$ cat src/hpds_params.svh
// Constants for the heater process-data status block
`ifndef HPDS_PARAMS_SVH
`define HPDS_PARAMS_SVH

// ==================================================
// Register offsets (word index on the plain port)
`define HPDS_ADDR_W 4
`define HPDS_OFF_CFG 4'h0
`define HPDS_OFF_BAND 4'h1
`define HPDS_OFF_REC_IDX 4'h2
`define HPDS_OFF_REC_CALVAL 4'h3
`define HPDS_OFF_REC_CALTEMP 4'h4
`define HPDS_OFF_REC_CORR 4'h5
`define HPDS_OFF_REC_TCOEF 4'h6
`define HPDS_OFF_STATUS 4'h7

// ==================================================
// Configuration fields and reset values
`define HPDS_CFG_RANGE_BIT 0
`define HPDS_CFG_BAND_LSB 1
`define HPDS_CFG_RESET 16'h0002
`define HPDS_BAND_RESET 16'h0A0A
`define HPDS_BAND_MAX 8'h63

// ==================================================
// Status word bit positions
`define HPDS_ST_CAL_RUN 0
`define HPDS_ST_CAL_BLK 1
`define HPDS_ST_FAULT 2
`define HPDS_ST_CAUTION 3
`define HPDS_ST_GOAL 4
`define HPDS_ST_BAND 5
`define HPDS_ST_REG 6
`define HPDS_ST_SPARE 7
`define HPDS_ST_IDLE 8
`define HPDS_ST_NOSAMP 9
`define HPDS_ST_REC_LSB 10

// ==================================================
// Temperatures and timing
`define HPDS_CEIL_LOW 16'h012C
`define HPDS_CEIL_HIGH 16'h01F4
`define HPDS_START_INVALID 16'hFF9D
`define HPDS_GOAL_NUM 19
`define HPDS_GOAL_DEN 20
`define HPDS_INIT_TIME_MS 500
`define HPDS_CLK_KHZ 50000
`define HPDS_INIT_CYCLES (`HPDS_INIT_TIME_MS * `HPDS_CLK_KHZ)

`endif

$ cat src/hpds_pkg.sv
// Types for the heater process-data status block
`default_nettype none
package hpds_pkg;

    // Band-check setting
    typedef enum logic [1:0] {
        HPDS_BAND_OFF = 2'h0,
        HPDS_BAND_LIVE = 2'h1,
        HPDS_BAND_LATCH = 2'h2
    } hpds_band_mode_t;

    // Zero-calibration sequencing, Gray along idle-run
    typedef enum logic [1:0] {
        HPDS_CAL_IDLE = 2'b00,
        HPDS_CAL_RUN = 2'b01
    } hpds_cal_state_t;

endpackage

`default_nettype wire

$ cat src/hpds_top.sv
// Cyclic process-data logic of the heat-sealing temperature controller
`timescale 1ns/1ps
`default_nettype none
`include "hpds_params.svh"

module hpds_top #(
    parameter int unsigned INIT_CYCLES = `HPDS_INIT_CYCLES, // Init delay after clear
    parameter bit HAS_TEMPS = 1'b1,                         // Start temperature word present
    parameter int unsigned NUM_REC = 8                      // Calibration records
) (
    input wire logic core_clk,                     // System clock, 50 MHz
    input wire logic rst,                          // Asynchronous reset, active high
    // Cyclic input image
    input wire logic in_valid,                     // Provider status good and data present
    input wire logic heat_request,                 // Start heat cycle
    input wire logic clear_request,                // Fault reset request
    input wire logic sense_pause,                  // Measurement pause request
    input wire logic zero_cal_request,             // Zero calibration request
    input wire logic [2:0] cal_record_select,      // Requested calibration record
    input wire logic [15:0] set_point,             // Requested set point, degrees
    input wire logic exchange_strobe,              // One pulse per cyclic exchange
    // Internal device events
    input wire logic meas_done,                    // Measurement completed, pulse
    input wire logic meas_skipped,                 // Measurement skipped, pulse
    input wire logic [15:0] meas_temp,             // Measured temperature, signed
    input wire logic cal_done,                     // Zero calibration finished, pulse
    input wire logic element_cooling,              // Element still cooling
    input wire logic loop_closed,                  // Control loop has locked
    input wire logic alarm_raise,                  // Alarm event, pulse
    input wire logic alarm_warn,                   // Alarm is only a warning
    input wire logic [9:0] alarm_code,             // Cause of the alarm
    // Register port
    input wire logic [`HPDS_ADDR_W-1:0] reg_addr,  // Register index
    input wire logic [15:0] reg_wdata,             // Write data
    input wire logic reg_wr,                       // Write strobe
    input wire logic reg_rd,                       // Read strobe
    output logic [15:0] reg_rdata,                 // Read data, cycle after strobe
    // Output image
    output logic [15:0] out_actual,                // Word 1: actual value
    output logic [15:0] out_start_temp,            // Word 2: start temperature
    output logic [15:0] out_error,                 // Word 3: error code field
    output logic [15:0] out_status,                // Status flags and record
    // Towards the heater core
    output logic heat_enable,                      // Heat cycle accepted
    output logic cal_start,                        // Starts calibration, pulse
    output logic alarm_relay,                      // Alarm relay drive
    output logic [15:0] set_point_eff,             // Clamped set point
    output logic [2:0] active_record,              // Record in use
    output logic [15:0] rec_cal_value,             // Active record calibration value
    output logic [15:0] rec_cal_temp,              // Active record calibration temperature
    output logic [15:0] rec_corr,                  // Active record correction factor
    output logic [15:0] rec_tcoef                  // Active record temperature coefficient
);

    // ==================================================
    // Qualified input image
    logic heat_q, clear_q, pause_q, cal_q;
    logic [2:0] sel_q;
    logic [15:0] sp_q;

    // Whole image reads as zero when the provider status is bad
    assign heat_q = in_valid & heat_request;
    assign clear_q = in_valid & clear_request;
    assign pause_q = in_valid & sense_pause;
    assign cal_q = in_valid & zero_cal_request;
    assign sel_q = in_valid ? cal_record_select : 3'h0;
    assign sp_q = in_valid ? set_point : 16'h0000;

    // ==================================================
    // Configuration registers
    logic [15:0] cfg_reg;
    logic [15:0] band_reg;
    logic [2:0] rec_idx_reg;
    logic [7:0] wr_low, wr_high;
    hpds_pkg::hpds_band_mode_t band_mode;

    assign band_mode = hpds_pkg::hpds_band_mode_t'(cfg_reg[`HPDS_CFG_BAND_LSB +: 2]);
    // Widths above the limit are cut back rather than refused
    assign wr_low = (reg_wdata[7:0] > `HPDS_BAND_MAX) ? `HPDS_BAND_MAX : reg_wdata[7:0];
    assign wr_high = (reg_wdata[15:8] > `HPDS_BAND_MAX) ? `HPDS_BAND_MAX : reg_wdata[15:8];

    always_ff @(posedge core_clk or posedge rst) begin
        if (rst) begin
            cfg_reg <= `HPDS_CFG_RESET;
            band_reg <= `HPDS_BAND_RESET;
            rec_idx_reg <= 3'h0;
        end else if (reg_wr) begin
            case (reg_addr)
                `HPDS_OFF_CFG: cfg_reg <= {13'h0000, reg_wdata[2:0]};
                `HPDS_OFF_BAND: band_reg <= {wr_high, wr_low};
                `HPDS_OFF_REC_IDX: rec_idx_reg <= reg_wdata[2:0];
                default: ;
            endcase
        end
    end

    // ==================================================
    // Calibration record store, one row per record
    logic [15:0] cal_val_mem [NUM_REC];
    logic [15:0] cal_temp_mem [NUM_REC];
    logic [15:0] corr_mem [NUM_REC];
    logic [15:0] tcoef_mem [NUM_REC];

    always_ff @(posedge core_clk or posedge rst) begin
        if (rst) begin
            for (int i = 0; i < NUM_REC; i++) begin
                cal_val_mem[i] <= 16'h0000;
                cal_temp_mem[i] <= 16'h0000;
                corr_mem[i] <= 16'h0000;
                tcoef_mem[i] <= 16'h0000;
            end
        end else if (reg_wr) begin
            case (reg_addr)
                `HPDS_OFF_REC_CALVAL: cal_val_mem[rec_idx_reg] <= reg_wdata;
                `HPDS_OFF_REC_CALTEMP: cal_temp_mem[rec_idx_reg] <= reg_wdata;
                `HPDS_OFF_REC_CORR: corr_mem[rec_idx_reg] <= reg_wdata;
                `HPDS_OFF_REC_TCOEF: tcoef_mem[rec_idx_reg] <= reg_wdata;
                default: ;
            endcase
        end
    end

    // ==================================================
    // Zero calibration and record lock
    hpds_pkg::hpds_cal_state_t cal_state_reg;
    logic cal_blocked_live;
    logic fault_reg;

    // Clear request also blocks: the power unit is off while it is held
    assign cal_blocked_live = heat_q | element_cooling | clear_q;

    always_ff @(posedge core_clk or posedge rst) begin
        if (rst) begin
            cal_state_reg <= hpds_pkg::HPDS_CAL_IDLE;
            active_record <= 3'h0;
            cal_start <= 1'b0;
        end else begin
            cal_start <= 1'b0;
            unique case (cal_state_reg)
                hpds_pkg::HPDS_CAL_IDLE: begin
                    active_record <= sel_q;
                    if (cal_q && !cal_blocked_live && !fault_reg) begin
                        cal_state_reg <= hpds_pkg::HPDS_CAL_RUN;
                        cal_start <= 1'b1;
                    end
                end
                hpds_pkg::HPDS_CAL_RUN: begin
                    // Record frozen until the calibration ends
                    if (cal_done) begin
                        cal_state_reg <= hpds_pkg::HPDS_CAL_IDLE;
                    end
                end
            endcase
        end
    end

    logic cal_run;
    assign cal_run = (cal_state_reg == hpds_pkg::HPDS_CAL_RUN);

    // Record fields of the record in use, registered for the heater core
    always_ff @(posedge core_clk or posedge rst) begin
        if (rst) begin
            rec_cal_value <= 16'h0000;
            rec_cal_temp <= 16'h0000;
            rec_corr <= 16'h0000;
            rec_tcoef <= 16'h0000;
        end else begin
            rec_cal_value <= cal_val_mem[active_record];
            rec_cal_temp <= cal_temp_mem[active_record];
            rec_corr <= corr_mem[active_record];
            rec_tcoef <= tcoef_mem[active_record];
        end
    end

    // ==================================================
    // Set point clamp
    logic [15:0] ceiling;
    assign ceiling = cfg_reg[`HPDS_CFG_RANGE_BIT] ? `HPDS_CEIL_HIGH : `HPDS_CEIL_LOW;

    always_ff @(posedge core_clk or posedge rst) begin
        if (rst) begin
            set_point_eff <= 16'h0000;
        end else begin
            set_point_eff <= ($signed(sp_q) > $signed(ceiling)) ? ceiling : sp_q;
        end
    end

    // ==================================================
    // Fault latch and init timer after clear
    logic clear_d_reg;
    logic [31:0] init_cnt_reg;
    logic caution_reg;
    logic [9:0] err_code_reg;

    always_ff @(posedge core_clk or posedge rst) begin
        if (rst) begin
            fault_reg <= 1'b0;
            caution_reg <= 1'b0;
            err_code_reg <= 10'h000;
        end else if (alarm_raise) begin
            // A new alarm wins over a clear in the same cycle
            fault_reg <= 1'b1;
            caution_reg <= alarm_warn;
            err_code_reg <= alarm_code;
        end else if (clear_q) begin
            fault_reg <= 1'b0;
            caution_reg <= 1'b0;
            err_code_reg <= 10'h000;
        end
    end

    always_ff @(posedge core_clk or posedge rst) begin
        if (rst) begin
            clear_d_reg <= 1'b0;
            init_cnt_reg <= 32'h00000000;
        end else begin
            clear_d_reg <= clear_q;
            if (clear_d_reg && !clear_q) begin
                init_cnt_reg <= INIT_CYCLES;
            end else if (init_cnt_reg != 32'h00000000) begin
                init_cnt_reg <= init_cnt_reg - 32'h00000001;
            end
        end
    end

    // Relay stays quiet for warnings
    always_ff @(posedge core_clk or posedge rst) begin
        if (rst) begin
            alarm_relay <= 1'b0;
        end else begin
            alarm_relay <= fault_reg & ~caution_reg;
        end
    end

    // ==================================================
    // Heat cycle acceptance and regulation
    logic heat_ok, heat_d_reg, heat_rise;
    logic regulating_reg;

    assign heat_ok = heat_q & ~cal_run & ~fault_reg & ~clear_q & (init_cnt_reg == 32'h00000000);
    assign heat_rise = heat_q & ~heat_d_reg;

    always_ff @(posedge core_clk or posedge rst) begin
        if (rst) begin
            heat_d_reg <= 1'b0;
            heat_enable <= 1'b0;
            regulating_reg <= 1'b0;
        end else begin
            heat_d_reg <= heat_q;
            // Lost provider drops the request and so aborts the cycle
            heat_enable <= heat_ok;
            regulating_reg <= heat_enable & heat_ok & loop_closed;
        end
    end

    // ==================================================
    // Temperature evaluation
    logic signed [15:0] temp_reg;
    logic signed [15:0] start_temp_reg;
    logic signed [21:0] t_scaled, sp_scaled;
    logic signed [16:0] band_lo, band_hi;
    logic in_band, goal_reg, band_reg_flag, band_armed_reg, nosamp_reg, first_meas_reg;

    assign t_scaled = 22'($signed(temp_reg)) * 22'sd20;
    assign sp_scaled = 22'($signed(set_point_eff)) * 22'sd19;
    assign band_lo = 17'($signed(set_point_eff)) - 17'($signed({1'b0, band_reg[7:0]}));
    assign band_hi = 17'($signed(set_point_eff)) + 17'($signed({1'b0, band_reg[15:8]}));
    assign in_band = (17'(temp_reg) >= band_lo) && (17'(temp_reg) <= band_hi);

    // Latest measurement and start temperature
    always_ff @(posedge core_clk or posedge rst) begin
        if (rst) begin
            temp_reg <= 16'sh0000;
            start_temp_reg <= 16'sh0000;
            first_meas_reg <= 1'b0;
        end else begin
            if (meas_done) begin
                temp_reg <= $signed(meas_temp);
                first_meas_reg <= 1'b1;
            end
            if (heat_ok && !heat_enable) begin
                start_temp_reg <= temp_reg;
            end
        end
    end

    // Goal flag, cleared by stop or fault; alarm edge clears it so no snapshot shows both
    always_ff @(posedge core_clk or posedge rst) begin
        if (rst) begin
            goal_reg <= 1'b0;
        end else if (!heat_q || fault_reg || alarm_raise) begin
            goal_reg <= 1'b0;
        end else if (t_scaled > sp_scaled) begin
            goal_reg <= 1'b1;
        end
    end

    // Band flag in its three settings
    always_ff @(posedge core_clk or posedge rst) begin
        if (rst) begin
            band_reg_flag <= 1'b0;
            band_armed_reg <= 1'b0;
        end else begin
            unique case (band_mode)
                hpds_pkg::HPDS_BAND_LIVE: band_reg_flag <= in_band;
                hpds_pkg::HPDS_BAND_LATCH: begin
                    if (heat_rise) begin
                        band_armed_reg <= 1'b1;
                        band_reg_flag <= in_band;
                    end else if (heat_q) begin
                        if (band_armed_reg && in_band) begin
                            band_reg_flag <= 1'b1;
                            band_armed_reg <= 1'b0;
                        end else if (!in_band) begin
                            band_reg_flag <= 1'b0;
                        end
                    end
                end
                default: band_reg_flag <= 1'b0;
            endcase
        end
    end

    // Measurement interruption, a fresh sample wins
    always_ff @(posedge core_clk or posedge rst) begin
        if (rst) begin
            nosamp_reg <= 1'b0;
        end else if (meas_done || !heat_q) begin
            nosamp_reg <= 1'b0;
        end else if (meas_skipped) begin
            nosamp_reg <= 1'b1;
        end
    end

    // ==================================================
    // Standby handshake
    logic idle_reg;
    always_ff @(posedge core_clk or posedge rst) begin
        if (rst) begin
            idle_reg <= 1'b0;
        end else begin
            // Pause only counts when no heat or calibration is pending; a clear request sets idle by itself
            idle_reg <= clear_q | (pause_q & ~heat_q & ~cal_q & ~cal_run);
        end
    end

    // ==================================================
    // Live status word
    logic [15:0] status_live;
    always_comb begin
        status_live = 16'h0000;
        status_live[`HPDS_ST_CAL_RUN] = cal_run;
        status_live[`HPDS_ST_CAL_BLK] = cal_blocked_live;
        status_live[`HPDS_ST_FAULT] = fault_reg;
        status_live[`HPDS_ST_CAUTION] = caution_reg;
        status_live[`HPDS_ST_GOAL] = goal_reg;
        status_live[`HPDS_ST_BAND] = band_reg_flag;
        status_live[`HPDS_ST_REG] = regulating_reg;
        status_live[`HPDS_ST_SPARE] = 1'b0;
        status_live[`HPDS_ST_IDLE] = idle_reg;
        status_live[`HPDS_ST_NOSAMP] = nosamp_reg;
        status_live[`HPDS_ST_REC_LSB +: 3] = active_record;
        if (!first_meas_reg) begin
            status_live = 16'h0000;
        end
    end

    // ==================================================
    // Output image, one snapshot per exchange
    always_ff @(posedge core_clk or posedge rst) begin
        if (rst) begin
            out_actual <= 16'h0000;
            out_start_temp <= 16'h0000;
            out_error <= 16'h0000;
            out_status <= 16'h0000;
        end else if (exchange_strobe) begin
            out_status <= status_live;
            out_actual <= (cal_run || fault_reg) ? 16'h0000 : temp_reg;
            if (!HAS_TEMPS) begin
                out_start_temp <= 16'h0000;
            end else begin
                out_start_temp <= heat_q ? start_temp_reg : `HPDS_START_INVALID;
            end
            out_error <= first_meas_reg ? {6'h00, err_code_reg} : 16'h0000;
        end
    end

    // ==================================================
    // Register read port, data one cycle after the strobe
    always_ff @(posedge core_clk or posedge rst) begin
        if (rst) begin
            reg_rdata <= 16'h0000;
        end else if (reg_rd) begin
            case (reg_addr)
                `HPDS_OFF_CFG: reg_rdata <= cfg_reg;
                `HPDS_OFF_BAND: reg_rdata <= band_reg;
                `HPDS_OFF_REC_IDX: reg_rdata <= {13'h0000, rec_idx_reg};
                `HPDS_OFF_REC_CALVAL: reg_rdata <= cal_val_mem[rec_idx_reg];
                `HPDS_OFF_REC_CALTEMP: reg_rdata <= cal_temp_mem[rec_idx_reg];
                `HPDS_OFF_REC_CORR: reg_rdata <= corr_mem[rec_idx_reg];
                `HPDS_OFF_REC_TCOEF: reg_rdata <= tcoef_mem[rec_idx_reg];
                `HPDS_OFF_STATUS: reg_rdata <= status_live;
                default: reg_rdata <= 16'h0000;
            endcase
        end else begin
            reg_rdata <= 16'h0000;
        end
    end

endmodule // hpds_top

`default_nettype wire

$ cat config.mk
export PLATFORM = sky130hd
export DESIGN_NAME = hpds_top
export DESIGN_NICKNAME = d
export VERILOG_FILES = /design/src/hpds_pkg.sv /design/src/hpds_top.sv
export VERILOG_INCLUDE_DIRS = /design/src
export SDC_FILE = /design/constraint.sdc
export NUM_CORES = 2
export LEC_CHECK = 0
export BUFFER_PORTS_ARGS = -buffer_cell sky130_fd_sc_hd__buf_2
export CAP_MARGIN = 20
export CELL_PAD_IN_SITES_DETAIL_PLACEMENT = 1
export CELL_PAD_IN_SITES_GLOBAL_PLACEMENT = 1
export CORE_MARGIN = 2
export CORE_UTILIZATION = 54
export CTS_CLUSTER_SIZE = 28
export DETAILED_ROUTE_END_ITERATION = 8
export GPL_TIMING_DRIVEN = 0
export MAX_ROUTING_LAYER = met4
export PLACE_DENSITY = 0.82
export SYNTH_ARGS = -nofsm -noshare
export SYNTH_HDL_FRONTEND = slang
export SYNTH_SLANG_ARGS = --single-unit
$ cat constraint.sdc
create_clock -name core_clk -period 43.7 [get_ports core_clk]
set_clock_uncertainty 0.15 [all_clocks]
set_input_delay 6.555 -clock core_clk [delete_from_list [all_inputs] [get_ports core_clk]]
set_output_delay 6.555 -clock core_clk [all_outputs]
set_load 0.01 [all_outputs]
==> metrics.md <==
| Metric | Value |
|---|---|
| Largest net degree at the start of global routing | `139` |
| Wire length per cell | `35.0 um` |
| IO Port Bufs | `234` |
| Average size of a mapped cell | `12.4 um^2` |
| Final period util | `21.7%` |
| Area growth syn-to-layout | `14.9%` |
| Synth warn | `0` |
| Tightest Pin Transition | `1.25 ns` |
| Worst Path Required | `44.09 ns` |
| Final ANT Viol Nets | `0` |
| Clk buf depth | `3` |
| Ys async rst share | `100%` |
| Clk_lat worst skew | `0.67 ns` |
| Fill cells | `7418` |
| Core area | `74400 um^2` |
| Endpoint class of the critical path | `flop` |
| WHS | `0.359 ns` |
| Gr ovfl total | `0` |
| Clock sinks | `776` |
| Final hold vios | `0` |
| TNS Setup | `0 ns` |
| Vias in the first global route | `34500` |
| DIE AREA | `77500 um^2` |
| Nets | `3926` |
| Gpl congestion | `0.986` |
| Final setup viols | `0` |
| Pre-Repair DR Iteration Count | `7` |
| Final min period | `9.48 ns` |
| Headroom to the max-slew limit | `16.5%` |
| Row count | `100` |
| Die H | `278 um` |
| Leakage power | `21.7 nW` |
| Fmax achieved | `0.106 GHz` |
| Final Core Density | `62.8%` |
| Commonest non-fill, non-tap cells in the layout | `dfrtp_1, mux2_2, buf_2, a22oi_1, clkbuf_1` |
| Max-cap viol count | `0` |
| Clock-pin slew of the registers on the worst-case setup and hold paths | `0.06 ns` |
| CP arrival | `9.87 ns` |
| Most common cell after layout, fill and taps aside | `dfrtp_1` |
| Synth Flop Type | `dfrtp_1` |
| Post-route insts no fill | `4711` |
| Place WS | `33.73 ns` |
| Layout cells sized above 1 | `32.3%` |
| Post-Syn Area | `40700 um^2` |
| CP Launch Type | `primary input` |
| Placed Cells | `4537` |
| R2R Setup Slk | `38.12 ns` |
| Post-DP HPWL | `117000 um` |
| Top Ports | `248` |
| Drt initial violations | `3949` |
| Cell Pwr Density | `46.8 nW/um^2` |
| TritonCTS clock tree | `yes` |
| Placed Area | `43700 um^2` |
| Routed vias/inst | `6.97` |
| Resize count post-CTS | `0` |
| Synthesized instance count | `3293` |
| CP Max Fanout | `10` |
| Initial Utilization | `54.6%` |
| Setup slack after layout | `34.22 ns` |
| Worst Hold Class | `flop to flop` |
| Die Wd | `278 um` |
| Hold Buf Count CTS | `0` |
| Setup bufs post-CTS | `0` |
| Fraction of the yosys area taken by sequential cells | `47.8%` |
| DR vias | `32800` |
| Initial antenna violation count | `17` |
| CTS H-Tree Depth | `3` |
| Total GRT Usage | `43.6%` |
| Synth Register Bits | `776` |
| Worst IR Drop VDD | `0.0000387 V` |
| Synth cell types | `79` |
| Post-route cell area | `46700 um^2` |
| Post-synth EDFFs | `0` |
| First-pass GRT wire length | `238000 um` |
| Routed WL | `165000 um` |
| DRC | `0` |
| Status | `complete, no violations` |
| CTS buffer count | `85` |
| Max Slew Vio Count | `0` |
| Final Total Pwr | `2.19 mW` |
| Kind of critical path | `primary input to flop` |
| RSZ-0062 raised after global routing | `no` |
| CTS root buffer | `clkbuf_16` |
## layer usage
| metal | track usage, % | vias to the layer above | wire length, um |
|---|---|---|---|
| li1 | - | 13000 | - |
| met1 | 54.3 | 17000 | 62100 |
| met2 | 63.0 | 2124 | 72300 |
| met3 | 13.2 | 664 | 19400 |
| met4 | 25.9 | 0 | 11000 |
| met5 | - | - | 0 |
## report_power, final
| part | total [mW] | internal (mW) | switching (mW) | leakage [nW] |
|---|---|---|---|---|
| logic | 0.560 | 0.223 | 0.338 | 10.1 |
| clock network | 0.735 | 0.416 | 0.318 | 1.37 |
| registers | 0.892 | 0.807 | 0.0848 | 10.3 |
## critical path: stages
cell and delay, ns:
buf_2 0.16, clkbuf_1 0.23, nor3_1 0.95, and2_1 0.24, clkbuf_1 0.27, nand2_1 0.36
clkbuf_1 0.61, mux2_2 0.47
## cell type report
| class | count | area (um^2) | area share [%] |
|---|---|---|---|
| multi-input combinational | 2151 | 19800 | 42.4 |
| sequential | 776 | 19400 | 41.6 |
| clock buffer | 124 | 2500 | 5.34 |
| timing repair buffer | 279 | 1970 | 4.21 |
| tap | 969 | 1210 | 2.59 |
| buffer | 237 | 958 | 2.05 |
| inverter | 138 | 526 | 1.12 |
| clock inverter | 26 | 314 | 0.672 |
| antenna | 11 | 27.5 | 0.0589 |
## worst paths after layout
path,from,endpoint,depth (start not counted)
setup / recovery,reg_addr[0],cal_temp_mem[120],8
hold / removal,err_code_reg[3],out_error[3],2
setup reg to reg,set_point_eff[9],goal_reg,19
hold reg to reg,err_code_reg[3],out_error[3],2
max in group asynchronous,rst,cal_val_mem[83],6
min in group asynchronous,rst,tcoef_mem[84],2
## synth_stat cells (7+ instances only)
cell type / number / area [um^2]
a211oi_1: 13 / 97.6
a21o_1: 23 / 173
a21oi_1: 86 / 430
a221oi_1: 26 / 228
a222oi_1: 12 / 120
a22o_1: 11 / 96.3
a22oi_1: 222 / 1670
a31oi_1: 19 / 119
a41oi_1: 19 / 166
and2_1: 22 / 138
and3_1: 18 / 113
buf_1: 23 / 86.3
buf_4: 10 / 75.1
clkbuf_1: 201 / 754
dfrtp_1: 771 / 19300
fa_1: 16 / 320
ha_1: 160 / 2000
inv_1: 137 / 514
mux2_2: 611 / 6880
mux2_4: 8 / 120
mux2i_1: 8 / 80.1
mux4_2: 129 / 2910
nand2_1: 141 / 529
nand2b_1: 12 / 75.1
nand3_1: 69 / 345
nand4_1: 42 / 263
nor2_1: 116 / 435
nor2b_1: 20 / 125
nor3_1: 32 / 160
nor4_1: 14 / 87.6
o211ai_1: 7 / 52.6
o21a_1: 16 / 120
o21ai_0: 99 / 495
o22ai_1: 8 / 50.1
o31ai_1: 7 / 52.6
or3_1: 12 / 75.1
xnor2_1: 51 / 447
xor2_1: 28 / 245
## cell families (layout without fill, tap and decap cells)
family | Yosys count | in the layout | share of synthesized area [%]
buffers and inverters | 375 | 804 | 3.61
and+or+nand+nor | 531 | 531 | 6.48
muxes | 756 | 756 | 24.6
xor gates and xnor gates | 79 | 79 | 1.70
AOI/OAI and AO/OA | 599 | 599 | 10.2
adders and majority gates | 176 | 176 | 5.71
other | 1 | 21 | 0.00922
DFF | 776 | 776 | 47.8
No activity file was read; power rests on OpenSTA's default activity.
